--- src/design/ebp_map.vh ---
// Constants for the external bus pin sequencer: interface codes, idle pin levels
// and widths.
// Assumes it is included by its bare name from the design and checker files.
`ifndef EBP_MAP_VH
`define EBP_MAP_VH

// ----------------------------------------------------------------------------
// Interface type codes, two bits per area in the area mode word
// ----------------------------------------------------------------------------
`define EBP_IF_W 2
`define EBP_IF_BASIC 2'h0
`define EBP_IF_SRAM 2'h1
`define EBP_IF_BROM 2'h2
`define EBP_IF_MUX 2'h3

// ----------------------------------------------------------------------------
// Sizes and default ratio of system clock to external bus clock
// ----------------------------------------------------------------------------
`define EBP_AREAS 8
`define EBP_AREA_W 3
`define EBP_DMA_CH 4
`define EBP_DMA_W 2
`define EBP_BCLK_DIV 8
`define EBP_PH_W 8
`define EBP_PH_ZERO 8'h00
`define EBP_PH_ONE 8'h01
`define EBP_SYNC_STAGES 2

// ----------------------------------------------------------------------------
// Pin levels
// ----------------------------------------------------------------------------
`define EBP_STB_OFF 1'b1
`define EBP_STB_ON 1'b0
`define EBP_DIR_READ 1'b1
`define EBP_DIR_WRITE 1'b0
`define EBP_LANE_UP 1
`define EBP_LANE_LO 0

`endif

--- src/design/ebp_sync.v ---
// Two flip-flop synchroniser for a group of pin inputs.
// Assumes the inputs are asynchronous to clk_sys; reset level is a parameter.
`timescale 1ns/1ns

module ebp_sync #(
  parameter WIDTH = 2,
  parameter [WIDTH-1:0] RESET_VAL = {WIDTH{1'b1}}
) (
  input wire clk_sys,
  input wire rst_n,
  input wire [WIDTH-1:0] din,
  output wire [WIDTH-1:0] dout
);

  reg [WIDTH-1:0] meta_ff;
  reg [WIDTH-1:0] sync_ff;

  // ----------------------------------------------------------------------------
  // The first stage feeds only the second stage.
  // ----------------------------------------------------------------------------
  always @(posedge clk_sys or negedge rst_n) begin
    if (!rst_n) begin
      meta_ff <= RESET_VAL;
      sync_ff <= RESET_VAL;
    end else begin
      meta_ff <= din;
      sync_ff <= meta_ff;
    end
  end

  assign dout = sync_ff;

endmodule

--- src/design/ebp_bus_pins.v ---
// External bus pin sequencer: turns internal access requests into bus cycles.
// Assumes the area mode, two-state mask and pin enables are held steady by
// configuration logic, and that requests come from logic on clk_sys.
`timescale 1ns/1ns
`include "ebp_map.vh"

// How it works
// - Cycle start flag pulses low during the first bus state of every cycle.
// - Address strobe is low through basic, SRAM and burst ROM cycles.
// - In multiplexed space the same pin is low only in the address state.
// - Read strobe is low through every read, in all four space types.
// - Direction output is high for reads and low for writes.
// - In byte SRAM space the direction output serves as SRAM write enable.
// - Upper write strobe asserts when the upper lane is enabled; outside byte SRAM space only on a 16-bit bus.
// - Lower write strobe asserts only when the lower data lanes carry data.
// - In byte SRAM space both strobes act as byte selects, reads and writes.
// - Eight area selects, each asserted only while its own area is accessed.
// - Wait pin low stretches the access one bus clock at a time.
// - Release acknowledge goes low once the bus has been handed over.
// - While released, an internal request drives the return request low.
// - Each DMA channel gets its own acknowledge in single-address cycles.
// - Pins not enabled by ext_bus_en, bus16_mode or cs_pin_en stay undriven, like port inputs.
// - Area selects are active low.
// - Two-state areas ignore the wait pin.
// - Up to ratio sync cycles align a cycle to the bus clock.
module ebp_bus_pins #(
  parameter DIV = `EBP_BCLK_DIV
) (
  input wire clk_sys,
  input wire rst_n,
  input wire ext_bus_en,
  input wire bus16_mode,
  input wire [`EBP_AREAS-1:0] cs_pin_en,
  input wire [`EBP_AREAS*`EBP_IF_W-1:0] area_mode,
  input wire [`EBP_AREAS-1:0] two_state,
  input wire wait_pin_enable,
  input wire acc_req,
  input wire [`EBP_AREA_W-1:0] acc_area,
  input wire acc_write,
  input wire [1:0] acc_be,
  input wire acc_dma_single,
  input wire [`EBP_DMA_W-1:0] acc_dma_ch,
  input wire wait_n,
  input wire bus_release_request_n,
  output reg acc_done_ff,
  output reg bus_clk_ff,
  output reg cycle_start_flag_n_ff,
  output reg addr_valid_strobe_n_ff,
  output reg rd_n_ff,
  output reg rd_wr_ff,
  output reg upper_write_strobe_n_ff,
  output reg lower_write_strobe_n_ff,
  output reg [`EBP_AREAS-1:0] area_select_n_ff,
  output reg bus_release_ack_n_ff,
  output reg bus_return_request_n_ff,
  output reg [`EBP_DMA_CH-1:0] dma_single_ack_n_ff,
  output reg ctrl_oe_ff,
  output reg upper_oe_ff,
  output reg [`EBP_AREAS-1:0] area_select_oe_ff
);

  // ----------------------------------------------------------------------------
  // States, one-hot
  // ----------------------------------------------------------------------------
  localparam [6:0] ST_IDLE = 7'h01;
  localparam [6:0] ST_SYNC = 7'h02;
  localparam [6:0] ST_T1 = 7'h04;
  localparam [6:0] ST_T2 = 7'h08;
  localparam [6:0] ST_T3 = 7'h10;
  localparam [6:0] ST_REL = 7'h20;
  localparam [6:0] ST_DONE = 7'h40;
  localparam [`EBP_PH_W-1:0] PH_LAST = DIV[`EBP_PH_W-1:0] - `EBP_PH_ONE;
  localparam [`EBP_PH_W-1:0] PH_HALF = DIV[`EBP_PH_W:1];

  reg [6:0] state_ff;
  reg [6:0] nxt_state;
  reg [`EBP_PH_W-1:0] ph_ff;
  reg [`EBP_PH_W-1:0] nxt_ph;
  reg [`EBP_AREA_W-1:0] area_ff;
  reg write_ff;
  reg [1:0] be_ff;
  reg dma_ff;
  reg [`EBP_DMA_W-1:0] dma_ch_ff;
  reg [`EBP_IF_W-1:0] if_ff;
  reg two_ff;
  wire [1:0] pins_sync;
  wire wait_req;
  wire bus_release_request;
  wire ph_end;
  wire in_cycle;
  wire pending;
  reg nxt_start;
  reg nxt_as;
  reg nxt_rd;
  reg nxt_dir;
  reg nxt_up;
  reg nxt_lo;
  reg nxt_sel;

  // ----------------------------------------------------------------------------
  // Pin synchronisers
  // ----------------------------------------------------------------------------
  ebp_sync #(
    .WIDTH(2),
    .RESET_VAL(2'h3)
  ) u_sync (
    .clk_sys(clk_sys),
    .rst_n(rst_n),
    .din({wait_n, bus_release_request_n}),
    .dout(pins_sync)
  );

  assign wait_req = wait_pin_enable & ~pins_sync[1] & ~two_ff;
  assign bus_release_request = ~pins_sync[0];
  assign ph_end = (ph_ff == PH_LAST);
  // A request is taken in the idle state only; the done cycle blocks a stale re-take.
  assign pending = acc_req & ~acc_done_ff & ext_bus_en;

  // ----------------------------------------------------------------------------
  // Bus clock phase counter; T1 and T2 each last one full bus clock period, T3 one or more while the wait pin holds it
  // ----------------------------------------------------------------------------
  always @* begin
    if (!ext_bus_en) begin
      nxt_ph = PH_LAST;
    end else if (ph_end) begin
      nxt_ph = `EBP_PH_ZERO;
    end else begin
      nxt_ph = ph_ff + `EBP_PH_ONE;
    end
  end

  // ----------------------------------------------------------------------------
  // Cycle sequencer
  // ----------------------------------------------------------------------------
  always @* begin
    nxt_state = state_ff;
    case (state_ff)
      ST_IDLE: begin
        if (ext_bus_en && bus_release_request) begin
          nxt_state = ST_REL;
        end else if (pending) begin
          nxt_state = ST_SYNC;
        end
      end
      ST_SYNC: begin
        if (ph_end) begin
          nxt_state = ST_T1;
        end
      end
      ST_T1: begin
        if (ph_end) begin
          nxt_state = ST_T2;
        end
      end
      ST_T2: begin
        if (ph_end) begin
          nxt_state = two_ff ? ST_DONE : ST_T3;
        end
      end
      ST_T3: begin
        if (ph_end && !wait_req) begin
          nxt_state = ST_DONE;
        end
      end
      ST_REL: begin
        if (ph_end && !bus_release_request) begin
          nxt_state = ST_IDLE;
        end
      end
      ST_DONE: begin
        nxt_state = ST_IDLE;
      end
      default: begin
        nxt_state = ST_IDLE;
      end
    endcase
  end

  assign in_cycle = (nxt_state == ST_T1) | (nxt_state == ST_T2) | (nxt_state == ST_T3);

  // ----------------------------------------------------------------------------
  // Next pin levels, taken from the next state so that they change together with
  // the rising bus clock edge
  // ----------------------------------------------------------------------------
  always @* begin
    nxt_start = `EBP_STB_OFF;
    nxt_as = `EBP_STB_OFF;
    nxt_rd = `EBP_STB_OFF;
    nxt_dir = `EBP_DIR_READ;
    nxt_up = `EBP_STB_OFF;
    nxt_lo = `EBP_STB_OFF;
    nxt_sel = 1'b0;
    if (in_cycle) begin
      nxt_sel = 1'b1;
      nxt_start = (nxt_state == ST_T1) ? `EBP_STB_ON : `EBP_STB_OFF;
      if (if_ff == `EBP_IF_MUX) begin
        nxt_as = (nxt_state == ST_T1) ? `EBP_STB_ON : `EBP_STB_OFF;
      end else begin
        nxt_as = `EBP_STB_ON;
      end
      nxt_rd = write_ff ? `EBP_STB_OFF : `EBP_STB_ON;
      nxt_dir = write_ff ? `EBP_DIR_WRITE : `EBP_DIR_READ;
      if (if_ff == `EBP_IF_SRAM) begin
        nxt_up = be_ff[`EBP_LANE_UP] ? `EBP_STB_ON : `EBP_STB_OFF;
        nxt_lo = be_ff[`EBP_LANE_LO] ? `EBP_STB_ON : `EBP_STB_OFF;
      end else if (write_ff && nxt_state != ST_T1) begin
        nxt_up = (be_ff[`EBP_LANE_UP] && bus16_mode) ? `EBP_STB_ON : `EBP_STB_OFF;
        nxt_lo = be_ff[`EBP_LANE_LO] ? `EBP_STB_ON : `EBP_STB_OFF;
      end
    end
  end

  // ----------------------------------------------------------------------------
  // State, request capture and shared pins
  // ----------------------------------------------------------------------------
  always @(posedge clk_sys or negedge rst_n) begin
    if (!rst_n) begin
      state_ff <= ST_IDLE;
      ph_ff <= PH_LAST;
      area_ff <= {`EBP_AREA_W{1'b0}};
      write_ff <= 1'b0;
      be_ff <= 2'h0;
      dma_ff <= 1'b0;
      dma_ch_ff <= {`EBP_DMA_W{1'b0}};
      if_ff <= `EBP_IF_BASIC;
      two_ff <= 1'b0;
      acc_done_ff <= 1'b0;
      bus_clk_ff <= 1'b0;
      cycle_start_flag_n_ff <= `EBP_STB_OFF;
      addr_valid_strobe_n_ff <= `EBP_STB_OFF;
      rd_n_ff <= `EBP_STB_OFF;
      rd_wr_ff <= `EBP_DIR_READ;
      upper_write_strobe_n_ff <= `EBP_STB_OFF;
      lower_write_strobe_n_ff <= `EBP_STB_OFF;
      bus_release_ack_n_ff <= `EBP_STB_OFF;
      bus_return_request_n_ff <= `EBP_STB_OFF;
      ctrl_oe_ff <= 1'b0;
      upper_oe_ff <= 1'b0;
    end else begin
      state_ff <= nxt_state;
      ph_ff <= nxt_ph;
      if (state_ff == ST_IDLE && nxt_state == ST_SYNC) begin
        area_ff <= acc_area;
        write_ff <= acc_write;
        be_ff <= acc_be;
        dma_ff <= acc_dma_single;
        dma_ch_ff <= acc_dma_ch;
        if_ff <= area_mode[acc_area*`EBP_IF_W +: `EBP_IF_W];
        two_ff <= two_state[acc_area];
      end
      acc_done_ff <= (nxt_state == ST_DONE);
      bus_clk_ff <= ext_bus_en & (nxt_ph < PH_HALF);
      cycle_start_flag_n_ff <= nxt_start;
      addr_valid_strobe_n_ff <= nxt_as;
      rd_n_ff <= nxt_rd;
      rd_wr_ff <= nxt_dir;
      upper_write_strobe_n_ff <= nxt_up;
      lower_write_strobe_n_ff <= nxt_lo;
      // Acknowledge on the same clock edge that the control pins are let go.
      bus_release_ack_n_ff <= (nxt_state == ST_REL) ? `EBP_STB_ON : `EBP_STB_OFF;
      bus_return_request_n_ff <= (nxt_state == ST_REL && acc_req) ?
                                 `EBP_STB_ON : `EBP_STB_OFF;
      // The bus clock keeps running while released; the strobes float.
      ctrl_oe_ff <= ext_bus_en & (nxt_state != ST_REL);
      upper_oe_ff <= ext_bus_en & bus16_mode & (nxt_state != ST_REL);
    end
  end

  // ----------------------------------------------------------------------------
  // Per-area selects and per-channel DMA acknowledges
  // ----------------------------------------------------------------------------
  genvar gi;
  generate
    for (gi = 0; gi < `EBP_AREAS; gi = gi + 1) begin : g_area
      always @(posedge clk_sys or negedge rst_n) begin
        if (!rst_n) begin
          area_select_n_ff[gi] <= `EBP_STB_OFF;
          area_select_oe_ff[gi] <= 1'b0;
        end else begin
          area_select_n_ff[gi] <= (nxt_sel && area_ff == gi) ?
                                  `EBP_STB_ON : `EBP_STB_OFF;
          area_select_oe_ff[gi] <= ext_bus_en & cs_pin_en[gi] &
                                   (nxt_state != ST_REL);
        end
      end
    end
    for (gi = 0; gi < `EBP_DMA_CH; gi = gi + 1) begin : g_dack
      always @(posedge clk_sys or negedge rst_n) begin
        if (!rst_n) begin
          dma_single_ack_n_ff[gi] <= `EBP_STB_OFF;
        end else begin
          dma_single_ack_n_ff[gi] <= (nxt_sel && dma_ff && dma_ch_ff == gi) ?
                                     `EBP_STB_ON : `EBP_STB_OFF;
        end
      end
    end
  endgenerate

endmodule

--- config.mk ---
export PLATFORM = sky130hd
export DESIGN_NAME = ebp_bus_pins
export DESIGN_NICKNAME = d
export VERILOG_FILES = /design/src/design/ebp_sync.v /design/src/design/ebp_bus_pins.v
export VERILOG_INCLUDE_DIRS = /design/src /design/src/design
export SDC_FILE = /design/constraint.sdc
export NUM_CORES = 1
export LEC_CHECK = 0
export BUFFER_PORTS_ARGS = -buffer_cell sky130_fd_sc_hd__buf_2
export CAP_MARGIN = 10
export CORE_MARGIN = 3
export CORE_UTILIZATION = 51
export DETAILED_ROUTE_END_ITERATION = 8
export GPL_ROUTABILITY_DRIVEN = 0
export HOLD_SLACK_MARGIN = 0.06
export PLACE_DENSITY = 0.77
export SLEW_MARGIN = 10
export SYNTH_ARGS = -nofsm -noshare
export SYNTH_HDL_FRONTEND = slang
export SYNTH_SLANG_ARGS = --single-unit
export TNS_END_PERCENT = 1
--- constraint.sdc ---
create_clock -name clk_sys -period 2.4 [get_ports clk_sys]
set_input_delay 0.12 -clock clk_sys [delete_from_list [all_inputs] [get_ports clk_sys]]
set_output_delay 0.12 -clock clk_sys [all_outputs]
set_load 0.01 [all_outputs]
# After elaboration in Yosys (flattened, before gate mapping)
# Cells that the tools add are included.
dict set report word_totals {
  inputBits 49
  out_inout_bits 32
  wordCells 172
  reg_bits 63
}
dict set report classes {
  addsub 1
  bitwise 30
  n_eq_ne 27
  order_cmp 2
  n_reduce_logical 23
  n_shift 1
  mux 45
}
# op count
set op_table {}
lappend op_table {{7-bit two-way mux} 8}
lappend op_table {{7-bit one-hot mux with 6 select lines} 1}
lappend op_table {{1-bit two-way mux} 33}
lappend op_table {{1-bit bitwise AND} 24}
lappend op_table {{1-bit logical AND} 20}
lappend op_table {{8-bit two-way mux} 2}
lappend op_table {{16-bit by 5-bit indexed part select with 2-bit output} 1}
lappend op_table {{7-bit by 2-bit == test with 1-bit output, second input constant} 2}
lappend op_table {{7-bit by 3-bit == test with 1-bit output, second input constant} 2}
lappend op_table {{7-bit by 4-bit == test with 1-bit output, second input constant} 2}
lappend op_table {{7-bit by 5-bit == test with 1-bit output, second input constant} 2}
lappend op_table {{7-bit by 6-bit == test with 1-bit output, second input constant} 2}
lappend op_table {{3-bit == test, second input constant} 4}
lappend op_table {{8-bit by 1-bit adder with 8-bit output, second input constant} 1}
lappend op_table {{8-bit by 3-bit == test with 1-bit output, second input constant} 1}
lappend op_table {{8-bit by 3-bit less-than comparator with 1-bit output, second input constant} 1}
lappend op_table {{7-bit by 1-bit == test with 1-bit output, second input constant} 1}
lappend op_table {{7-bit == test, second input constant} 1}
lappend op_table {{7-bit by 3-bit inequality test with 1-bit output, second input constant} 1}
lappend op_table {{7-bit by 6-bit inequality test with 1-bit output, second input constant} 1}
lappend op_table {{2-bit == test, second input constant} 3}
lappend op_table {{3-bit by 2-bit == test with 1-bit output, second input constant} 2}
lappend op_table {{2-bit by 1-bit == test with 1-bit output, second input constant} 2}
lappend op_table {{3-bit by 4-bit less-than comparator with 1-bit output, second input constant} 1}
lappend op_table {{other kinds (7)} 11}

# Logic depth before layout (Yosys ltp)
# Gate-level depths: netlist of run 1.
dict set report depth {
  word_depth 14
  depth_mapped 8
}

# Hierarchy
# A second synthesis of run 1 with hierarchy kept.
dict set report hier_totals {
  cells_unflattened 229
  hier_area_um2 2820.2
}
# mod cells_per_inst seq_area_each_um2 area_each_um2 instances
set by_module_without_submodules {}
lappend by_module_without_submodules {ebp_bus_pins 225 1506.4 2715.1 1}
lappend by_module_without_submodules {ebp_sync 4 105.1 105.1 1}

# Worst setup path before layout of run 1
# OpenSTA, ideal clock, no wires.
dict set report synth_timing {
  kind {reg2reg}
  start {register ph_ff[0]}
  end {register area_select_n_ff[7]}
  arrival_ps 2099
  setup_slack_ps 235
  setup_time_ps 66
  period_less_slack_ps 2165
  stages_incl_launch_ff 8
  cell_sequence {dfstp_2 > ha_1 > nand2_1 > nor4b_4 > mux2i_1 > nand3_4 > buf_8 > nand4_1}
}
dict set report synth_via {
  elab_chain_cells 10
}
# item line_no
set synth_lines {}
lappend synth_lines {{from (decl)} ebp_bus_pins.v:77} ;# reg [`EBP_PH_W-1:0] ph_ff;
lappend synth_lines {{from (signal assigned)} ebp_bus_pins.v:241} ;# ph_ff <= nxt_ph;
lappend synth_lines {{8-bit by 3-bit == test with 1-bit output (*)} ebp_bus_pins.v:115} ;# assign ph_end = (ph_ff == PH_LAST);
lappend synth_lines {{1-bit logical AND (on tied branches)} {ebp_bus_pins.v:166, ebp_bus_pins.v:161}}
lappend synth_lines {{7-bit two-way mux (on tied branches)} {ebp_bus_pins.v:166, ebp_bus_pins.v:161}}
lappend synth_lines {{7-bit one-hot mux with 6 select lines (*)} ebp_bus_pins.v:137} ;# case (state_ff)
lappend synth_lines {{7-bit by 3-bit == test with 1-bit output or 7-bit by 4-bit == test with 1-bit output (tied branches)} ebp_bus_pins.v:179} ;# assign in_cycle = (nxt_state == ST_T1) | (nxt_state == ST_T2) | (nxt_state == ST_T3);
lappend synth_lines {{1-bit OR} ebp_bus_pins.v:179}
lappend synth_lines {{1-bit OR (*)} ebp_bus_pins.v:179}
lappend synth_lines {{1-bit two-way mux (*)} ebp_bus_pins.v:193} ;# if (in_cycle) begin
lappend synth_lines {{1-bit logical AND (*)} ebp_bus_pins.v:280} ;# area_select_n_ff[gi] <= (nxt_sel && area_ff == gi) ?
lappend synth_lines {{1-bit two-way mux (no line) (*)} --}
lappend synth_lines {{to (signal, indexed assignment)} ebp_bus_pins.v:277} ;# area_select_n_ff[gi] <= `EBP_STB_OFF;
lappend synth_lines {{to (signal, indexed assignment)} ebp_bus_pins.v:280}
lappend synth_lines {{to (decl)} ebp_bus_pins.v:53} ;# output reg [`EBP_AREAS-1:0] area_select_n_ff,
# Mark *: on every way between the ends. The rest lies on a longest branch, timed or not.
# A chain may end at the register's enable or synchronous reset.

# Worst setup path in the final report of run 1
dict set report layout_timing {
  start {register ph_ff[0]}
  end {register dma_single_ack_n_ff[3]}
}
dict set report layout_via {
  elab_chain_cells 11
}
# item line_no
set layout_lines {}
lappend layout_lines {{8-bit by 3-bit == test with 1-bit output (*)} ebp_bus_pins.v:115}
lappend layout_lines {{1-bit logical AND (on tied branches)} {ebp_bus_pins.v:166, ebp_bus_pins.v:161}}
lappend layout_lines {{7-bit two-way mux (on tied branches)} {ebp_bus_pins.v:166, ebp_bus_pins.v:161}}
lappend layout_lines {{7-bit one-hot mux with 6 select lines (*)} ebp_bus_pins.v:137}
lappend layout_lines {{7-bit by 3-bit == test with 1-bit output or 7-bit by 4-bit == test with 1-bit output (tied branches)} ebp_bus_pins.v:179}
lappend layout_lines {{1-bit OR} ebp_bus_pins.v:179}
lappend layout_lines {{1-bit OR (*)} ebp_bus_pins.v:179}
lappend layout_lines {{1-bit two-way mux (*)} ebp_bus_pins.v:193}
lappend layout_lines {{1-bit logical AND (*) (2 in series)} ebp_bus_pins.v:292} ;# dma_single_ack_n_ff[gi] <= (nxt_sel && dma_ff && dma_ch_ff == gi) ?
lappend layout_lines {{1-bit two-way mux (no line) (*)} --}
lappend layout_lines {{to (signal, indexed assignment)} ebp_bus_pins.v:290} ;# dma_single_ack_n_ff[gi] <= `EBP_STB_OFF;
lappend layout_lines {{to (signal, indexed assignment)} ebp_bus_pins.v:292}
lappend layout_lines {{to (decl)} ebp_bus_pins.v:56} ;# output reg [`EBP_DMA_CH-1:0] dma_single_ack_n_ff,
# Marked as above.

==> flow_summary.toml, run 1 <==
[synthesis]
synth_top_family_by_area = "simple AND/OR/NAND/NOR gates"
yosysWarnings = 0
synth_fp_nets = 274
synth-edff-count = 0
synthSimpleGateAreaFrac = 0.188
yosysTopAreaCellShare = 0.316
synthFlopType = "dfrtp_1"
muxShareOfSynthArea = 0.105
syn_inst = 224
syn-cell-area_sq_um = 2770
yosys.cell_count.top_type = "dfrtp_1"
avgSynthCellArea_sq_um = 12.4
ys_seq_area_frac = 0.581
ys_ff_latch = 63
synth_cell_types = 48
synth_compound_area_frac = 0.0681
postSynth.asyncResetShare = 1.00
synth_xor_area_frac = 0.0253
synth.largest_area_cell = "dfrtp_1"
ys_top_cells_by_count = "35 x dfrtp_1, 28 x dfstp_2, 17 x nor2_1"
synth_adder_area_share = 0.00451
synth_top_cells_by_area = "dfrtp_1 32%, dfstp_2 27%, mux4_2 4.9%, mux2_2 3.7%, nor2_1 2.3%"

[worst_setup_path]
critical_path.top_delay_family = "simple AND/OR/NAND/NOR gates"
path_cells = "ha_1, nand2_1, or4b_4, mux2i_2, nand3_4, nand4_1"
end_kind = "register"
setup.worst_path.start_class = "register"
critPathMaxStageDelay_ps = 570
critPathKind = "reg2reg"
cp_slowest_cell = "or4b_4"
crit_fanout = 16
r2r_cells = 6
worst-path-stages = 6
crit_arrival_ps = 2460
crit_required_ps = 2670
worstPathBufferInverterCount = 0

[flow_run]
drv_cap = 0

[pwr]
power.leakage_nw = 1.66
irDropWorstVdd_mv = 0.511
power_density_nw_per_um2 = 906

[cts]
cts_setup_buffers = 0
cts.path.max_buffers = 2
clk_latency_ps = 330
cts_root_buf = "clkbuf_8"
cts_buffers = 9
cts_tree = "yes"
htreeDepth = 3
path_clk_slew_ps = 70
clock_sinks = 63

[layout]
diodes = 0
area.sequential_sq_um = 1610
fill_cells = 367
area_growth_pct = 31.4
multi_input_area_sq_um = 1090
drive_gt1_frac = 0.448
layout.nets = 380

[routing]
via_per_inst = 5.20
detail_route.wl_per_cell_microns = 13.8
wirelength_mm = 5.61
firstDrtPassIters = 4
drt_iter0_markers = 144
ant_nets = 0
drc = 0
vias = 2107

[timing]
setup_ws_ps = 207
final_max_slew_viol_count = 0
fin_worst_skew_ps = 7.56
worst_pin_slew_ps = 741
hold_viol_final = 0
finalSetupViolCount = 0
finalCritPeriodShare = 0.914
tns_ps = 0
fmax_ghz = 0.456
hold-worst-slack_ps = 98.2
max_slew_margin = 0.506
finalCriticalPeriod_ps = 2190
rsz0062_at_grt = "false"

[floorplan]
rows = 26
dieArea_sq_um = 6360
die_h_microns = 79.8
core-area_sq_um = 5170
initial_core_util = 0.536
ios = 81
die_x_microns = 79.8

[global_route]
grt_pass1_wl_mm = 9.31
grt_pass1_vias = 2108
antenna_found_initial = 0
grt.total_usage = 0.191
grt_start_max_net_pins = 64
grt_overflow = 0

[place]
numPortBuffers = 80
post-place-ws_ps = 129
dpl.hpwl_mm = 3.82

[outcome]
outcome = "finished, final reports clean"

[worst_hold_path]
holdPathStages = 2
hold_class = "in2reg"
sequential cells by signal, summed over array words and instances, names as in the netlist, 2 cells and up:
signal,cells
area_select_n_ff,8
area_select_oe_ff,8
ph_ff,8
state_ff,7
if_ff,2
area_ff,3
u_sync.meta_ff,2
dma_single_ack_n_ff,4
dma_ch_ff,2
u_sync.dout,2
be_ff,2
cell type report:
cell class / count / share of cell area
tap: 70 / 0.0240
sequential: 63 / 0.442
inverter: 8 / 0.00824
clock buffer: 13 / 0.0436
timing repair buffer: 104 / 0.172
multi-input combinational: 144 / 0.298
clock inverter: 3 / 0.0117
cell usage in the layout (no fill, tap or decap), types with 9 or more instances in the layout:
cell type,Yosys,layout
nor2_1,17,17
dfstp_2,28,28
dlygate4sd3_1,0,19
mux2_2,9,9
buf_2,3,80
dfrtp_1,35,35
o21ai_0,10,10
nand2_1,14,14
and3_1,10,10
clkbuf_8,0,11
nand3_1,11,11
worst paths after layout:
kind                                         from  slack, ps                      to
worst min register to register  u_sync.meta_ff[0]        360          u_sync.dout[0]
worst max register to register           ph_ff[0]        210  dma_single_ack_n_ff[3]
worst max-delay path                     ph_ff[0]        210  dma_single_ack_n_ff[3]
min in group asynchronous                   rst_n        460                ph_ff[3]
max in group asynchronous                   rst_n       1440                ph_ff[6]
worst min-delay path                   ext_bus_en        100                ph_ff[1]
timing repair:
item,4_1_cts,5_1_grt
gates resized for setup,0,1
endpoints found under the setup margin,0,15
hold buffers,19,0
hold endpoints to repair,53,0
layer usage:
| layer | routed length, microns | track usage |
|---|---|---|
| met5 | 0 | 0 |
| met4 | 104 | 0.0912 |
| met3 | 406 | 0.0463 |
| met2 | 2700 | 0.308 |
| met1 | 2400 | 0.244 |
cell families after synthesis:
| kind of cell | count (synthesis) |
|---|---|
| DFF | 63 |
| muxes | 20 |
| adders and majority gates | 1 |
| xor gates and xnor gates | 8 |
| and+or+nand+nor | 87 |
| AOI/OAI and AO/OA | 28 |
| buffers and inverters | 17 |
where the power goes:
| group | switching [mW] | total [mW] | internal (mW) |
|---|---|---|---|
| Sequential | 0.209 | 1.51 | 1.30 |
| Clock | 0.377 | 0.912 | 0.535 |
| Combinational | 0.422 | 0.880 | 0.458 |
through the flow:
step / cell area, sq um / cells / total power, mW / util
3_5_place_dp: 3250 / 370 / 2.37 / 0.628
2_1_floorplan: 2770 / 224 / 2.10 / -
3_3_place_gp: 3250 / 370 / 2.34 / 0.628
4_1_cts: 3640 / 405 / 3.32 / 0.704
5_1_grt: 3650 / 405 / 3.51 / 0.705
6_report: 3650 / 405 / 3.30 / 0.705
Power figures use the tool's default switching activity.
==> inputs of run 2 (changes only) <==
GPL_ROUTABILITY_DRIVEN = unset   (was 0)
clock period = 2.2 ns   (was 2.4 ns; I/O delays follow)
==> run 2 against run 1 <==
Net effect: non-clock buffer count is 4 higher; first-iteration DRC count decreased by 17%; via count grew 6.2%; highest routed layer unchanged; hold slack improved by 4.0 ps; largest cell class unchanged; critical path type unchanged; flip-flop and latch count is the same; combinational power increased by 19%.
==> flow_summary.toml, run 2 (same netlist as run 1, synthesis figures left out) <==
[outcome]
outcome = "finished, final reports clean"

[global_route]
antenna_found_initial = 0
grt_start_max_net_pins = 39
grt_overflow = 0
grt.total_usage = 0.209
grt_pass1_wl_mm = 10.2
grt_pass1_vias = 2298

[pwr]
power_frac_seq = 0.452
power_density_nw_per_um2 = 988
p_sw_frac = 0.320
power.leakage_nw = 1.69
power.switching_mw = 1.17
combPwrFrac = 0.287
clockPowerShare = 0.260
irDropWorstVdd_mv = 0.482
p_int_mw = 2.49

[timing]
tns_ps = 0
fmax_ghz = 0.470
finalSetupViolCount = 0
worst_pin_slew_ps = 557
rsz0062_at_grt = "false"
hold_viol_final = 0
finalCriticalPeriod_ps = 2130
final_max_slew_viol_count = 0
finalCritPeriodShare = 0.966
fin_worst_skew_ps = 7.17
max_slew_margin = 0.629

[worst_setup_path]
crit_required_ps = 2410
setup.worst_path.start_class = "register"
r2r_cells = 6
r2r-end = "bus_clk_ff"
r2r_setup_slack_ps = 70
end_kind = "register"
critPathKind = "reg2reg"
crit_fanout = 5
crit_arrival_ps = 2340
cp-endpoint = "bus_clk_ff"
critPathLaunch = "ph_ff[0]"
rr_startpoint = "ph_ff[0]"

[layout]
drive_gt1_frac = 0.459
diodes = 0
area_growth_pct = 33.5
reg.largest.list = "area_select_n_ff: 8 flops, area_select_oe_ff: 8 flops, ph_ff: 8 flops"
fin_util = 0.716
fill_cells = 350
layout_common_cells = "80 x buf_2, 35 x dfrtp_1, 28 x dfstp_2"
layout.nets = 385
final_common_cell = "buf_2"
finalInstanceArea_sq_um = 3700
stdcell_count = 410

[routing]
detail_route.wl_per_cell_microns = 15.3
vias = 2237
via_per_inst = 5.46
drt_iter0_markers = 120
drc = 0
wirelength_mm = 6.27
firstDrtPassIters = 4
ant_nets = 0

[place]
gp_congestion = 0.894
place_area_sq_um = 3280
numPortBuffers = 80
dp_cells = 372
dpl.hpwl_mm = 4.20

[floorplan]
die_h_microns = 79.8
dieArea_sq_um = 6360
core-area_sq_um = 5170
rows = 26
ios = 81
die_x_microns = 79.8
initial_core_util = 0.536

[cts]
cts_buffers = 9
cts_root_buf = "clkbuf_8"
clk_latency_ps = 330
cts.path.max_buffers = 2
path_clk_slew_ps = 70
htreeDepth = 3
cts_tree = "yes"
clock_sinks = 63

[worst_hold_path]
hold_class = "in2reg"

[flow_run]
drv_cap = 0
==> run 2: worst max-delay path: stages (launching register included) <==
cell and delay, ps:
dfstp_2 540, ha_1 180, nand2_1 130, or4b_4 560, nand2_1 190, nor2_1 90
nor4_1 330
==> run 2: layout make-up <==
| cell class | count | area [sq um] | area share |
|---|---|---|---|
| clock inverter | 6 | 61.3 | 0.0166 |
| sequential | 63 | 1610 | 0.435 |
| timing repair buffer | 108 | 671 | 0.181 |
| clock buffer | 10 | 128 | 0.0345 |
| multi-input combinational | 145 | 1110 | 0.301 |
| inverter | 8 | 30.0 | 0.00811 |
| tap | 70 | 87.6 | 0.0237 |
==> run 2: worst min path at each step <==
stage | cells after the start | end | start | slack, ps
after floorplan | 0 | acc_done_ff | rst_n | -190
after global placement | 1 | state_ff[5] | rst_n | 130
after detailed placement | 1 | state_ff[5] | rst_n | 130
after CTS | 2 | ph_ff[1] | ext_bus_en | 90
after global routing | 2 | area_ff[2] | acc_area[2] | 120
final | 2 | ph_ff[1] | ext_bus_en | 100
==> run 2: layer usage <==
metal  routed length (microns)  vias up  track usage
li1                          -     1038            -
met5                         0        -            0
met3                       471       15       0.0451
met4                       111        0        0.108
met1                      2490     1069        0.255
met2                      3200      115        0.350
==> run 2: through the flow <==
step | hold slack (ps) | worst slack [ps] | power, mW
after floorplan | -186 | 35.0 | 2.29
after global placement | 130 | 105 | 2.58
after detailed placement | 129 | 5.68 | 2.63
after CTS | 87.1 | 10.8 | 3.63
after global routing | 119 | 2.21 | 3.89
final | 102 | 74.2 | 3.66
==> run 2: what timing repair did <==
| item | in CTS | in global routing |
|---|---|---|
| hold buffers | 19 | 0 |
| setup buffers | 1 | 1 |
| setup endpoints to repair | 2 | 23 |
| pin swaps | 1 | 1 |
| hold endpoints to repair | 32 | 0 |
| resized for setup | 1 | 2 |
| cloned | 1 | 0 |
==> run 2: power groups by stage <==
stage,clock network (mW),registers (mW),logic (mW)
final,0.953,1.65,1.05
after global routing,1.03,1.69,1.17
after CTS,0.972,1.64,1.01
after detailed placement,0,1.66,0.970
after global placement,0,1.65,0.930
after floorplan,0,1.63,0.655
